==> src/rtl/htar_pkg.sv <==
package htar_pkg;

  // register indices (word addresses on the register bus)
  localparam logic [3:0] REG_CTRL = 4'h0;       // reset strobe, sensor setup
  localparam logic [3:0] REG_MEMCFG = 4'h1;     // memory clock and memory_config_field
  localparam logic [3:0] REG_MODE = 4'h2;       // bus_output_select, low_power_hold
  localparam logic [3:0] REG_COEF = 4'h6;       // threshold_coefficient
  localparam logic [3:0] REG_SCALE = 4'hC;      // vertical scale down enable
  localparam logic [3:0] REG_HALFTONE = 4'hE;   // halftone_table_port
  localparam logic [3:0] REG_SHADING = 4'hF;    // shading_table_port

  // field positions
  localparam int unsigned CTRL_RESET_BIT = 7;
  localparam int unsigned MEMCFG_CLK_LSB = 6;
  localparam int unsigned MEMCFG_CFG_LSB = 4;
  localparam int unsigned MODE_BUS_SEL_BIT = 4;
  localparam int unsigned MODE_HOLD_BIT = 0;
  localparam int unsigned MODE_MATRIX8_BIT = 1;
  localparam int unsigned SCALE_EN_BIT = 0;

  // reset values
  localparam logic [7:0] REG_RESET_VAL = 8'h00;
  localparam logic [7:0] SRAM_DATA_RESET = 8'h00;

  // table geometry
  localparam int unsigned HALFTONE_WORDS = 64;
  localparam int unsigned HALFTONE_W = 6;
  localparam int unsigned SHADING_W = 7;

  // timing: pixel period is sixteen system clocks
  localparam int unsigned PIXEL_DIV = 16;
  localparam int unsigned SYNC_STAGES = 2;
  localparam logic [3:0] SCALE_NUM = 4'h9;      // lines kept ...
  localparam logic [3:0] SCALE_DEN = 4'hB;      // ... out of this many

  // host access sequencer, one-hot
  typedef enum logic [4:0] {
    ST_IDLE = 5'b00001,
    ST_ACK = 5'b00010,
    ST_MEM = 5'b00100,
    ST_SYNC = 5'b01000,
    ST_CAPT = 5'b10000
  } htar_state_type;

  // external correction memory pins, driven as one registered bundle
  typedef struct packed {
    logic [15:0] addr;
    logic [7:0] dout;
    logic dq_oe;
    logic ce_b;
    logic oe_b;
    logic we_b;
  } htar_sram_type;

  // one host request as seen by the sequencer
  typedef struct packed {
    logic rd;
    logic wr;
    logic [3:0] idx;
    logic [7:0] wdata;
  } htar_req_type;

endpackage

==> src/rtl/htar_halftone_mem.sv <==
`timescale 1ns/1ps

// threshold storage: host port writes/reads, pixel port reads through a register
module htar_halftone_mem #(
  parameter int unsigned WORDS = htar_pkg::HALFTONE_WORDS,
  parameter int unsigned WIDTH = htar_pkg::HALFTONE_W
) (
  // clock and reset
  input wire logic core_clk_in,
  input wire logic rst_b_in,
  // host port
  input wire logic host_we_in,
  input wire logic [$clog2(WORDS)-1:0] host_addr_in,
  input wire logic [WIDTH-1:0] host_wdata_in,
  output logic [WIDTH-1:0] host_rdata_out,
  // pixel port
  input wire logic standby_in,
  input wire logic [$clog2(WORDS)-1:0] pix_addr_in,
  output logic [WIDTH-1:0] pix_rdata_out
);

  logic [WIDTH-1:0] cell_q [WORDS];  // flip-flop storage, contents survive standby

  // host write at the accepting edge
  always_ff @(posedge core_clk_in or negedge rst_b_in) begin
    if (!rst_b_in) begin
      for (int i = 0; i < WORDS; i++) begin
        cell_q[i] <= '0;
      end
    end else if (host_we_in) begin
      cell_q[host_addr_in] <= host_wdata_in;
    end
  end

  // host read is combinational so it can be captured in the same cycle
  assign host_rdata_out = cell_q[host_addr_in];

  // pixel read is frozen in standby so the array sees no toggling
  always_ff @(posedge core_clk_in or negedge rst_b_in) begin
    if (!rst_b_in) begin
      pix_rdata_out <= '0;
    end else if (!standby_in) begin
      pix_rdata_out <= cell_q[pix_addr_in];
    end
  end

endmodule // htar_halftone_mem

==> src/rtl/htar_top.sv <==
// The implementer's own choices: register access over Avalon-MM and the address map.
`timescale 1ns/1ps

// Function
// - internal 64x6 threshold table, host read/write
// - reset bit returns halftone counter to zero
// - halftone port write stores, counter advances
// - halftone port read returns entry, advances
// - host reaches external correction memory
// - shading port write goes to memory
// - shading port read fetches memory entry
// - hard reset clears everything, stops clock
// - soft reset aborts line, clears counter
// - standby stops internal clock generator
// - standby keeps registers, clears pixel outputs, address counters
// - larger threshold coefficient gives darker output
// - roller step timing output drives feed
// - reset held while reset write pending
module htar_top #(
  parameter int unsigned LINE_PIXELS = 2048,   // pixels per line period
  parameter int unsigned SRAM_ADDR_W = 16      // correction memory address width
) (
  // clock and reset
  input wire logic core_clk_in,
  input wire logic rst_b_in,
  // avalon-mm register slave
  input wire logic [3:0] avs_address_in,
  input wire logic avs_read_in,
  input wire logic avs_write_in,
  input wire logic [31:0] avs_writedata_in,
  input wire logic [3:0] avs_byteenable_in,
  output logic [31:0] avs_readdata_out,
  output logic avs_waitrequest_out,
  // external correction memory
  output htar_pkg::htar_sram_type sram_out,
  input wire logic [7:0] sram_dq_in,
  // pixel path
  input wire logic [6:0] pixel_in,
  output logic bilevel_black_out,
  output logic halftone_black_out,
  // line timing
  output logic internal_clk_en_out,
  output logic roller_step_timing_out,
  output logic line_kept_out,
  output logic line_abort_out
);

  localparam int unsigned PIX_W = $clog2(LINE_PIXELS);
  localparam int unsigned HT_AW = $clog2(htar_pkg::HALFTONE_WORDS);

  // refuse sizes the counters cannot serve
  if (LINE_PIXELS < 16) begin : g_bad_line
    $error("LINE_PIXELS must be at least 16");
  end
  if (SRAM_ADDR_W < 16) begin : g_bad_addr
    $error("SRAM_ADDR_W must be at least 16");
  end

  // memory access length from the memory clock field
  function automatic logic [2:0] mem_cycles(input logic [1:0] mclk);
    mem_cycles = 3'(mclk) + 3'h1;
  endfunction

  // address wrap from memory_config_field: small, medium, full part
  function automatic logic [15:0] addr_wrap(input logic [15:0] a, input logic [1:0] cfg);
    case (cfg)
      2'h0: addr_wrap = a & 16'h1FFF;
      2'h1: addr_wrap = a & 16'h7FFF;
      default: addr_wrap = a;
    endcase
  endfunction

  // row-major cell index: four or eight cells per row
  function automatic logic [5:0] cell_index(input logic [2:0] row, input logic [2:0] col, input logic m8);
    cell_index = m8 ? {row, col} : {2'h0, row[1:0], col[1:0]};
  endfunction

  // register file, reset value everywhere
  logic [7:0] reg_q [16];
  logic [5:0] ht_addr_q;                  // halftone address counter
  logic [15:0] sh_addr_q;                 // correction memory address counter
  htar_pkg::htar_state_type state_q;
  htar_pkg::htar_req_type req;
  logic [2:0] mem_cnt_q;                  // wait cycles left on the memory
  logic [7:0] dq_meta_q;                  // first synchroniser stage
  logic [7:0] dq_sync_q;                  // second synchroniser stage
  logic [3:0] pix_div_q;                  // clock generator divider
  logic [PIX_W-1:0] pix_cnt_q;            // position inside the line
  logic [15:0] line_cnt_q;                // line period counter
  logic [3:0] scale_acc_q;                // fractional line keeper
  logic [4:0] scale_sum;
  logic [HT_AW-1:0] ht_pix_addr;
  logic [5:0] ht_host_rdata;
  logic [5:0] ht_pix_rdata;
  logic standby;
  logic bus_sel;
  logic accept;                           // edge at which waitrequest is low
  logic soft_rst;
  logic pix_en;
  logic line_end;

  // request bundle; only the low byte lane carries register data
  assign req = '{rd: avs_read_in, wr: avs_write_in & avs_byteenable_in[0],
                 idx: avs_address_in, wdata: avs_writedata_in[7:0]};
  assign accept = (state_q == htar_pkg::ST_ACK);
  assign standby = reg_q[htar_pkg::REG_MODE][htar_pkg::MODE_HOLD_BIT];
  assign bus_sel = reg_q[htar_pkg::REG_MODE][htar_pkg::MODE_BUS_SEL_BIT];
  // reset condition spans the whole pending write, not just its last edge
  assign soft_rst = req.wr && (req.idx == htar_pkg::REG_CTRL)
                    && req.wdata[htar_pkg::CTRL_RESET_BIT];

  // access sequencer: one wait cycle for registers, more for the external memory
  always_ff @(posedge core_clk_in or negedge rst_b_in) begin
    if (!rst_b_in) begin
      state_q <= htar_pkg::ST_IDLE;
      avs_waitrequest_out <= 1'b1;
      mem_cnt_q <= 3'h0;
    end else begin
      case (state_q)
        htar_pkg::ST_IDLE: begin
          if ((req.rd || req.wr) && req.idx == htar_pkg::REG_SHADING && !bus_sel) begin
            state_q <= htar_pkg::ST_MEM;
            mem_cnt_q <= mem_cycles(reg_q[htar_pkg::REG_MEMCFG][htar_pkg::MEMCFG_CLK_LSB +: 2]);
          end else if (req.rd || avs_write_in) begin // a write with its lane off is still answered
            state_q <= htar_pkg::ST_ACK;
            avs_waitrequest_out <= 1'b0;
          end
        end
        htar_pkg::ST_MEM: begin
          // write strobe held for the programmed number of cycles; a read keeps its select and output enable through ST_SYNC as well
          if (mem_cnt_q == 3'h1) begin
            state_q <= req.rd ? htar_pkg::ST_SYNC : htar_pkg::ST_ACK;
            avs_waitrequest_out <= req.rd;
            mem_cnt_q <= 3'(htar_pkg::SYNC_STAGES);
          end else begin
            mem_cnt_q <= mem_cnt_q - 3'h1;
          end
        end
        htar_pkg::ST_SYNC: begin
          // let the memory data pass both synchroniser stages
          if (mem_cnt_q == 3'h1) begin
            state_q <= htar_pkg::ST_CAPT;
          end else begin
            mem_cnt_q <= mem_cnt_q - 3'h1;
          end
        end
        htar_pkg::ST_CAPT: begin
          state_q <= htar_pkg::ST_ACK;
          avs_waitrequest_out <= 1'b0;
        end
        htar_pkg::ST_ACK: begin
          state_q <= htar_pkg::ST_IDLE;
          avs_waitrequest_out <= 1'b1;
        end
        default: begin
          state_q <= htar_pkg::ST_IDLE;
          avs_waitrequest_out <= 1'b1;
        end
      endcase
    end
  end

  // register writes take effect at the accepting edge; table ports store nothing here
  always_ff @(posedge core_clk_in or negedge rst_b_in) begin
    if (!rst_b_in) begin
      for (int i = 0; i < 16; i++) begin
        reg_q[i] <= htar_pkg::REG_RESET_VAL;
      end
    end else if (accept && req.wr && req.idx < htar_pkg::REG_HALFTONE) begin
      // reset bit is a command, never stored
      reg_q[req.idx] <= (req.idx == htar_pkg::REG_CTRL) ? {1'b0, req.wdata[6:0]} : req.wdata;
    end
  end

  // read data is loaded at the same edge at which waitrequest drops, and stands with it
  always_ff @(posedge core_clk_in or negedge rst_b_in) begin
    if (!rst_b_in) begin
      avs_readdata_out <= 32'h0000_0000;
    end else if (state_q == htar_pkg::ST_IDLE && req.rd) begin
      case (req.idx)
        htar_pkg::REG_CTRL: avs_readdata_out <= {24'h0, standby, 1'b0, ht_addr_q};
        // table contents reach the bus only with bus_output_select cleared
        htar_pkg::REG_HALFTONE: avs_readdata_out <= bus_sel ? 32'h0 : {26'h0, ht_host_rdata};
        default: avs_readdata_out <= {24'h0, reg_q[req.idx]};
      endcase
    end else if (state_q == htar_pkg::ST_CAPT) begin
      avs_readdata_out <= {25'h0, dq_sync_q[htar_pkg::SHADING_W-1:0]};
    end
  end

  // halftone address counter; advances as the strobe completes
  always_ff @(posedge core_clk_in or negedge rst_b_in) begin
    if (!rst_b_in) begin
      ht_addr_q <= 6'h00;
    end else if (soft_rst || standby) begin
      ht_addr_q <= 6'h00;
    end else if (accept && (req.rd || req.wr) && req.idx == htar_pkg::REG_HALFTONE && !bus_sel) begin
      ht_addr_q <= ht_addr_q + 6'h01;
    end
  end

  // correction memory address counter, cleared by soft reset and by standby
  always_ff @(posedge core_clk_in or negedge rst_b_in) begin
    if (!rst_b_in) begin
      sh_addr_q <= 16'h0000;
    end else if (soft_rst || standby) begin
      sh_addr_q <= 16'h0000;
    end else if (accept && (req.rd || req.wr) && req.idx == htar_pkg::REG_SHADING && !bus_sel) begin
      sh_addr_q <= addr_wrap(sh_addr_q + 16'h0001, reg_q[htar_pkg::REG_MEMCFG][htar_pkg::MEMCFG_CFG_LSB +: 2]);
    end
  end

  // external memory pins; write strobe rises before the counter moves on
  always_ff @(posedge core_clk_in or negedge rst_b_in) begin
    if (!rst_b_in) begin
      sram_out <= '{addr: 16'h0000, dout: htar_pkg::SRAM_DATA_RESET, dq_oe: 1'b0,
                    ce_b: 1'b1, oe_b: 1'b1, we_b: 1'b1};
    end else if (state_q == htar_pkg::ST_IDLE && (req.rd || req.wr)
                 && req.idx == htar_pkg::REG_SHADING && !bus_sel) begin
      sram_out.addr <= sh_addr_q;
      sram_out.dout <= {1'b0, req.wdata[htar_pkg::SHADING_W-1:0]};
      sram_out.dq_oe <= req.wr;
      sram_out.ce_b <= 1'b0;
      sram_out.oe_b <= !req.rd;
      sram_out.we_b <= !req.wr;
    end else if (mem_cnt_q == 3'h1 && ((state_q == htar_pkg::ST_MEM && !req.rd)
                 || state_q == htar_pkg::ST_SYNC)) begin
      // reads keep the strobes until the data has crossed both synchroniser stages
      sram_out.dq_oe <= 1'b0;
      sram_out.ce_b <= 1'b1;
      sram_out.oe_b <= 1'b1;
      sram_out.we_b <= 1'b1;
    end
  end

  // memory data comes from outside the clock domain
  always_ff @(posedge core_clk_in or negedge rst_b_in) begin
    if (!rst_b_in) begin
      dq_meta_q <= 8'h00;
      dq_sync_q <= 8'h00;
    end else begin
      dq_meta_q <= sram_dq_in;
      dq_sync_q <= dq_meta_q;
    end
  end

  // clock generator: pixel enable every sixteen clocks, stopped in standby
  always_ff @(posedge core_clk_in or negedge rst_b_in) begin
    if (!rst_b_in) begin
      pix_div_q <= 4'h0;
      internal_clk_en_out <= 1'b0;
    end else if (standby) begin
      pix_div_q <= 4'h0;
      internal_clk_en_out <= 1'b0;
    end else begin
      pix_div_q <= pix_div_q + 4'h1;
      internal_clk_en_out <= (pix_div_q == 4'(htar_pkg::PIXEL_DIV - 1));
    end
  end
  assign pix_en = internal_clk_en_out;
  assign line_end = pix_en && (pix_cnt_q == PIX_W'(LINE_PIXELS - 1));

  // position in line; a soft reset abandons the line and starts the next one
  always_ff @(posedge core_clk_in or negedge rst_b_in) begin
    if (!rst_b_in) begin
      pix_cnt_q <= '0;
      line_abort_out <= 1'b0;
    end else begin
      line_abort_out <= soft_rst && accept;
      if (soft_rst) begin
        pix_cnt_q <= '0;
      end else if (line_end) begin
        pix_cnt_q <= '0;
      end else if (pix_en) begin
        pix_cnt_q <= pix_cnt_q + PIX_W'(1);
      end
    end
  end

  // line period counter survives standby and soft reset, only hard reset clears it
  always_ff @(posedge core_clk_in or negedge rst_b_in) begin
    if (!rst_b_in) begin
      line_cnt_q <= 16'h0000;
    end else if (line_end || (soft_rst && accept)) begin
      line_cnt_q <= line_cnt_q + 16'h0001;
    end
  end

  // roller steps every line; with scale down only some lines carry data
  assign scale_sum = {1'b0, scale_acc_q} + {1'b0, htar_pkg::SCALE_NUM};
  always_ff @(posedge core_clk_in or negedge rst_b_in) begin
    if (!rst_b_in) begin
      roller_step_timing_out <= 1'b0;
      line_kept_out <= 1'b1;
      scale_acc_q <= 4'h0;
    end else if (standby) begin
      roller_step_timing_out <= 1'b0;
      line_kept_out <= 1'b1;
      scale_acc_q <= 4'h0;
    end else begin
      roller_step_timing_out <= line_end;
      if (line_end && reg_q[htar_pkg::REG_SCALE][htar_pkg::SCALE_EN_BIT]) begin
        // keep numerator lines out of each denominator lines
        if (scale_sum >= {1'b0, htar_pkg::SCALE_DEN}) begin
          scale_acc_q <= 4'(scale_sum - {1'b0, htar_pkg::SCALE_DEN});
          line_kept_out <= 1'b1;
        end else begin
          scale_acc_q <= scale_sum[3:0];
          line_kept_out <= 1'b0;
        end
      end else if (line_end) begin
        line_kept_out <= 1'b1;
      end
    end
  end

  // matrix cell from line and pixel position
  assign ht_pix_addr = cell_index(line_cnt_q[2:0], pix_cnt_q[2:0],
                                  reg_q[htar_pkg::REG_MODE][htar_pkg::MODE_MATRIX8_BIT]);

  // bi-level and dither decisions; a larger coefficient blackens more pixels
  always_ff @(posedge core_clk_in or negedge rst_b_in) begin
    if (!rst_b_in) begin
      bilevel_black_out <= 1'b0;
      halftone_black_out <= 1'b0;
    end else if (standby) begin
      bilevel_black_out <= 1'b0;
      halftone_black_out <= 1'b0;
    end else if (pix_en) begin
      bilevel_black_out <= ({1'b0, pixel_in} < reg_q[htar_pkg::REG_COEF]);
      halftone_black_out <= (pixel_in[6:1] < ht_pix_rdata);
    end
  end

  // threshold table
  htar_halftone_mem #(
    .WORDS(htar_pkg::HALFTONE_WORDS),
    .WIDTH(htar_pkg::HALFTONE_W)
  ) u_halftone_mem (
    .core_clk_in(core_clk_in),
    .rst_b_in(rst_b_in),
    .host_we_in(accept && req.wr && req.idx == htar_pkg::REG_HALFTONE && !bus_sel),
    .host_addr_in(ht_addr_q),
    .host_wdata_in(req.wdata[htar_pkg::HALFTONE_W-1:0]),
    .host_rdata_out(ht_host_rdata),
    .standby_in(standby),
    .pix_addr_in(ht_pix_addr),
    .pix_rdata_out(ht_pix_rdata)
  );

endmodule // htar_top
==> config.mk <==
export PLATFORM = sky130hd
export DESIGN_NAME = htar_top
export DESIGN_NICKNAME = d
export VERILOG_FILES = /design/src/rtl/htar_pkg.sv /design/src/rtl/htar_halftone_mem.sv /design/src/rtl/htar_top.sv
export SDC_FILE = /design/constraint.sdc
export NUM_CORES = 1
export LEC_CHECK = 0
export BUFFER_PORTS_ARGS = -buffer_cell sky130_fd_sc_hd__buf_2
export CAP_MARGIN = 20
export CORE_ASPECT_RATIO = 0.9
export CORE_MARGIN = 2
export CORE_UTILIZATION = 45
export CTS_BUF_LIST = sky130_fd_sc_hd__clkbuf_8
export CTS_CLUSTER_SIZE = 14
export DETAILED_ROUTE_END_ITERATION = 7
export PLACE_DENSITY = 0.73
export RECOVER_POWER = 25
export SLEW_MARGIN = 25
export SYNTH_ARGS = -nofsm -noshare
export SYNTH_HDL_FRONTEND = slang
export SYNTH_SLANG_ARGS = --single-unit
==> constraint.sdc <==
create_clock -name core_clk_in -period 5.3 [get_ports core_clk_in]
set_input_delay 1.325 -clock core_clk_in [delete_from_list [all_inputs] [get_ports core_clk_in]]
set_output_delay 1.325 -clock core_clk_in [all_outputs]
set_load 0.01 [all_outputs]
==> results.md, run 1 <==
- Status: finished with violations
- Failing checks: max-capacitance violations, max-slew violations
- Fin. max-slew vios: between 300 and 400
- DR pass1 iterations: 7
- Top_reg_cell synth: dfrtp_1
- Row cnt: about 90
- Seq. cell area: roughly 0.015 sq mm
- Hold Fails Final Rpt: 0
- First-pass GRT wire length: roughly 140000 um
- Metal2 WL: a little over 40000 um
- Fmax: 265 MHz
- Hpwl dp: roughly 62000 um
- TNS Setup: 0 ns
- Final #Nets: 2633
- Mapped cell area: between 0.03 and 0.04 sq mm
- Met3 WL: ~9000 um
- Max VDD drop: roughly 0.23 mV
- Port bufs: 72
- Vias in the first global route: 22.9k
- Worst-Margin Slew: ~2.9 ns
- Register bit total from synthesis: between 600 and 700
- Fin crit share: 0.711
- Final Critical Period: ~3.8 ns
- Cells after Synth: around 2.5k
- Top layer in use: met5
- Yosys cell types: 67
- Worst endpoint required time: around 5.5 ns
- Routed len/inst: around 26 um
- Worst rel slew slack: -0.907
- Die area: roughly 0.073 sq mm
- Slowest stage cell, crit path: clkbuf_2
- Wl on met1: roughly 38000 um
- Boundary Pins: about 130
- Hold depth: 0
- Initial Util: 0.454
- Crit path DAT: 3.96 ns
- Area Overhead vs Synth: 10.9%
- Initial DRC Count: about 2.4k
- Die width: between 200 and 300 um
- Clock transition at the registers of the reported paths: 0.06 ns
- Worst-Skew Late Latency: between 0.7 and 0.8 ns
- Fill count: roughly 5.9k
- Largest net degree at the start of global routing: 123
- Max-cap violations: 4
- Remaining global-route overflow: 0
- CTS tree: built
- Maximum root-to-sink buffer count: 3
- Hold-fix buffers, CTS: 0
- CP endpoint kind: asynchronous set/reset pin
- Final core utilization: 0.504
- Post-CTS setup buffers: 0
- Root Driver: clkbuf_8
- Number of synthesized flops with an enable pin: 0
- Vias: around 23k
- Core area: around 0.070 sq mm
- CP bufs+invs: 2
- Total Wirelength: ~92000 um
- Fraction of registers with async set or reset after synthesis: 1.00
- Routed vias/inst: 6.31
- Unrepaired setup endpoints after global routing: false
- Multi-input logic area: around 0.015 sq mm
- Chip height: 256 um
- Setup violators final: 0
- Sequential area share after synthesis: 0.483
- Critical path's largest stage delay: 2.06 ns
- Power per cell area: about 360 mW/mm^2
- Post-CTS Resized: 0
- LEAKAGE: about 16 nW
- All-layer global routing usage: 0.250
- Initial antenna violation count: 4
- Max FO, Critical Path: between 100 and 150
- Stages on worst setup path: 2
- Crit path cell chain: buf_8 -> clkbuf_2
- WS Path Type: primary input to asynchronous set/reset pin
- Layout cells sized above 1: 0.367
- GPL Wtd Cong: 0.961
- DRC: 0
- Total CTS buffers: around 100
- Worst setup SP type: primary input
- Skew final: 0.0410 ns
- Htree depth: 3
- Routed Antenna Nets: 0
- Synth warn: 0
- Worst R2R Path Depth: 7
- Avg Cell Area, Syn: roughly 13 sq um
- Clock sink total: around 610
- CP top delay family: buffers and inverters
- Worst Hold Class: flip-flop to flip-flop
## worst paths after layout
| check | start | end | slack, ns |
|---|---|---|---|
| min in group asynchronous | rst_b_in | u_halftone_mem.cell_q[30] | 0.59 |
| setup reg to reg | ht_addr_q[1] | avs_readdata_out[2] | 1.58 |
| setup / recovery | rst_b_in | u_halftone_mem.cell_q[119] | 1.53 |
| hold / removal | dq_meta_q[5] | dq_sync_q[5] | 0.35 |
| hold reg to reg | dq_meta_q[5] | dq_sync_q[5] | 0.35 |
| max in group core_clk_in | ht_addr_q[1] | avs_readdata_out[2] | 1.58 |
## where the power goes
group          internal [mW]  switching [mW]  leakage, nW  total, mW
Clock                   2.43            2.00         1.25       4.43
Combinational           1.09            1.63         6.45       2.73
Sequential              4.98           0.471         8.42       5.45
## synthesized netlist by cell type, drive strengths merged, types with 6 or more instances
master | n | area (sq um)
a2111o | 6 | 67.6
a2111oi | 19 | 166
a211oi | 8 | 60.1
a21o | 8 | 60.1
a21oi | 57 | 285
a221oi | 55 | 482
a22o | 6 | 52.6
a22oi | 56 | 420
and2 | 13 | 81.3
and4 | 9 | 78.8
buf | 89 | 478
clkbuf | 132 | 495
dfrtp | 608 | 15200
dfstp | 6 | 158
ha | 21 | 263
inv | 31 | 116
mux2 | 524 | 5900
mux2i | 122 | 1220
mux4 | 124 | 2790
nand2 | 139 | 582
nand2b | 31 | 201
nand3 | 28 | 140
nand3b | 6 | 45.0
nand4 | 10 | 68.8
nor2 | 130 | 539
nor2b | 19 | 119
nor3 | 13 | 85.1
nor4 | 7 | 62.6
o211ai | 17 | 128
o21ai | 71 | 355
o221ai | 14 | 123
o22a | 13 | 114
o22ai | 30 | 188
or3 | 8 | 55.1
xnor2 | 17 | 149
xor2 | 14 | 123
## layout by cell type, fill, tap and decap left out, types with 19 or more instances in the layout
master	instances
dfrtp_1	604
mux2_2	505
nand2_1	131
clkbuf_8	125
mux4_2	124
nor2_1	121
mux2i_1	121
o21ai_0	71
buf_2	69
inv_1	67
buf_4	64
a21oi_1	57
a22oi_1	56
a221oi_1	55
nand2b_1	30
o22ai_1	30
nand3_1	28
conb_1	25
ha_1	21
mux2_1	19
a2111oi_0	19
## kinds of logic after synthesis
kind of cell               share of synthesized area
buffers and inverters                         0.0343
and+or+nand+nor                               0.0698
xor gates and xnor gates                     0.00854
adders and majority gates                    0.00826
muxes                                          0.312
other                                       0.000118
DFF                                            0.483
AOI/OAI and AO/OA                             0.0839
## flip-flops by register name, summed over array words and instances, names as in the netlist, 3 cells and up
signal	flops
u_halftone_mem.pix_rdata_out	6
u_halftone_mem.cell_q	384
dq_meta_q	7
pix_cnt_q	11
pix_div_q	4
ht_addr_q	6
line_cnt_q	3
dq_sync_q	7
sram_out	27
state_q	5
mem_cnt_q	3
scale_acc_q	4
sh_addr_q	16
reg_q	115
avs_readdata_out	8
## layout make-up
type,instances,area share
Multi-Input combinational cell,1663,0.439
Sequential cell,614,0.436
Clock buffer,125,0.0488
Tap cell,940,0.0334
Timing Repair Buffer,141,0.0261
Clock inverter,61,0.0125
Inverter,31,0.00330
Antenna cell,2,0.000142
## per-stage QoR
stage          hold WS [ns]  area [sq um]  worst slack (ns)  total power, mW  instances
4_1_cts               0.357         35300              1.72             12.6       3575
6_report              0.355         35300              1.53             12.6       3577
3_5_place_dp          0.343         33100             0.973             8.20       3389
2_1_floorplan         0.331         31900              1.92             7.20       2529
3_3_place_gp          0.335         33100              1.05             8.10       3389
5_1_grt               0.362         35300             0.927             13.1       3576
## routing by layer
layer,track usage,up-vias
li1,-,9443
met1,0.347,11600
met2,0.370,1211
met3,0.0623,247
met4,0.117,6
met5,0,-
Note: power is estimated with default switching activity, not from simulation.
==> inputs of run 2 (changes only) <==
clock period = 3.6 ns   (was 5.3 ns; I/O delays follow)
==> run 2 against run 1 <==
Net effect:
- the flow still finishes with violations (max-capacitance violations, max-slew violations)
- combinational power is 59% higher
- worst setup slack worse by 1.4 ns
- final cell count is 1.4% higher
- routed wire length is 0.51% lower
- critical path depth is 5 higher
- cell area is 1.2% higher
- core utilization is 0.59 points higher
- largest power group unchanged
- via count is 1.2% lower
- sequential cell count stayed put
- largest cell class unchanged
==> results.md, run 2 (synthesis gave the netlist of run 1 again) <==
- Worst-Margin Slew: 2.30 ns (-0.560 ns)
- Largest Register: u_halftone_mem.cell_q
- Power per cell area: 522 mW/mm^2 (+46%)
- WS Path Type: flip-flop to flip-flop
- Top flop regs: u_halftone_mem.cell_q (384), reg_q (115), sram_out (27)
- LEAKAGE: 16.4 nW (+1.5%)
- Commonest cells after routing, fill and taps aside: dfrtp_1 (604), mux2_2 (505), nand2_1 (131)
- Largest net degree at the start of global routing: 92 (-25%)
- Top layer in use: met4
- Skew final: 0.0532 ns (+0.0122 ns)
- Max VDD drop: 0.358 mV (+57%)
- Area Overhead vs Synth: 12.2%
- CTS tree: built
- All-layer global routing usage: 0.251 (+0.000542)
- Status: finished with violations
- Initial Util: 0.454 (unchanged)
- Worst-Skew Late Latency: 0.74 ns (about the same)
- Core area: 0.0700 sq mm (unchanged)
- Fmax: about 290 MHz
- Row cnt: 92 (unchanged)
- Initial antenna violation count: 1 (-3)
- Total CTS buffers: 101 (-0.98%)
- Final Critical Period: about 3.5 ns
- Vias in the first global route: 22.8k (-0.73%)
- Final total power: 18.6 mW (+48%)
- Maximum root-to-sink buffer count: 3 (unchanged)
- Hpwl dp: 62800 um (+0.94%)
- Max-cap violations: 1 (-3)
- Seq. cell area: 0.0154 sq mm (unchanged)
- Port bufs: 72 (unchanged)
- Largest register FFs: 384 (unchanged)
- Routed len/inst: 25.2 um (-1.8%)
- Met3 WL: 7930 um (-10%)
- Remaining global-route overflow: 0 (unchanged)
- Post-CTS Resized: 0 (unchanged)
- Worst rel slew slack: -0.534 (+0.374)
- Routed Antenna Nets: 0 (unchanged)
- Multi-input logic area: 0.0155 sq mm (-0.16%)
- Post-CTS setup buffers: 0 (unchanged)
- Setup violators final: 0 (unchanged)
- Fin. max-slew vios: 71 (-79%)
- Hold Fails Final Rpt: 0 (unchanged)
- Commonest non-fill, non-tap cell in the layout: dfrtp_1
- Worst endpoint required time: 4.21 ns (-1.28 ns)
- TNS Setup: 0 ns (unchanged)
- Failing checks: max-capacitance violations, max-slew violations
- CP endpoint kind: flip-flop
- Worst setup SP type: flip-flop
- Unrepaired setup endpoints after global routing: false
- Chip height: 256 um (unchanged)
- Vias: 22.3k (-1.2%)
- Max FO, Critical Path: 24 (-79%)
- Crit path DAT: 4.06 ns (+0.10 ns)
- Total Wirelength: 91200 um (-0.51%)
- Htree depth: 3 (unchanged)
- Worst Hold Class: primary input to flip-flop
- Fin crit share: 0.959
- Die area: 0.0728 sq mm (unchanged)
- Wl on met1: 39000 um (+3.1%)
- Metal2 WL: 41600 um (+1.4%)
- DR pass1 iterations: 5 (-2)
- GPL Wtd Cong: 0.943 (-1.8%)
- Root Driver: clkbuf_8
- Hold-fix buffers, CTS: 0 (unchanged)
- Clock sink total: 614 (unchanged)
- Layout cells sized above 1: 0.378 (+0.0107)
- Initial DRC Count: 2504 (+2.5%)
- DRC: 0 (unchanged)
- Fill count: 6029 (+1.5%)
- Final hold slack: 0.284 ns (-0.0707 ns)
- Clock transition at the registers of the reported paths: 0.06 ns (about the same)
- Routed vias/inst: 6.14 (-2.6%)
- Boundary Pins: 126 (unchanged)
- First-pass GRT wire length: 141000 um (about the same)
- Final #Nets: 2684 (+1.9%)
- Die width: 284 um (unchanged)
run 2: cell count changes in the layout (fill, tap and decap cells not counted), moves of 3 or more:
| cell | previous run | this run |
|---|---|---|
| buf_4 | 64 | 99 |
| clkbuf_8 | 125 | 130 |
| clkbuf_1 | 1 | 5 |
| nor4_2 | 1 | 4 |
| clkinvlp_4 | 3 | 0 |
| inv_1 | 67 | 64 |
| buf_12 | 3 | 13 |
| clkinv_2 | 13 | 10 |
| inv_6 | 0 | 3 |
| bufinv_16 | 6 | 3 |
| nor4_4 | 3 | 0 |
run 2: worst paths after layout:
check / startpoint / endpoint / slack (ns) / cells past startpoint
setup reg to reg: pix_cnt_q[0] / u_halftone_mem.pix_rdata_out[3] / 0.15 / 7
hold reg to reg: dq_meta_q[4] / dq_sync_q[4] / 0.34 / 0
setup / recovery: pix_cnt_q[0] / u_halftone_mem.pix_rdata_out[3] / 0.15 / 7
min in group asynchronous: rst_b_in / u_halftone_mem.cell_q[331] / 0.87 / 1
max in group asynchronous: rst_b_in / reg_q[29] / 0.53 / 2
hold / removal: sram_dq_in[0] / dq_meta_q[0] / 0.28 / 1
run 2: stage by stage:
step	area [sq um]	util	cells	worst slack, ns
after detailed placement	33600	0.480	3441	0.207
final	35700	0.510	3626	0.149
after global routing	35700	0.510	3625	0.0737
after CTS	35700	0.510	3622	0.185
after floorplan	31900	-	2529	0.642
after global placement	33600	0.480	3441	0.141
run 2: where the power goes:
part	internal (mW)	switching (mW)
combinational	1.75	2.59
clock	3.46	2.91
sequential	7.33	0.564
run 2: final cells by class:
class                      instances  share of cell area
antenna                            4            0.000281
clock inverter                    51             0.00905
sequential                       614               0.431
inverter                          31             0.00326
multi-input combinational       1663               0.434
tap                              940              0.0330
clock buffer                     130              0.0502
timing repair buffer             193              0.0393
run 2: layer usage:
metal,track usage,up-vias
met4,0.0864,0
met2,0.379,952
met1,0.353,11600
li1,-,9539
met3,0.0625,167
met5,0,-
run 2: worst max-delay path, cell delays in order, from the launching register on:
cell	delay (ns)
dfrtp_4	0.81
buf_4	0.47
mux4_2	0.61
nand2_1	0.11
a21oi_1	0.08
a2111oi_0	0.91
buf_4	0.24
a211oi_1	0.05
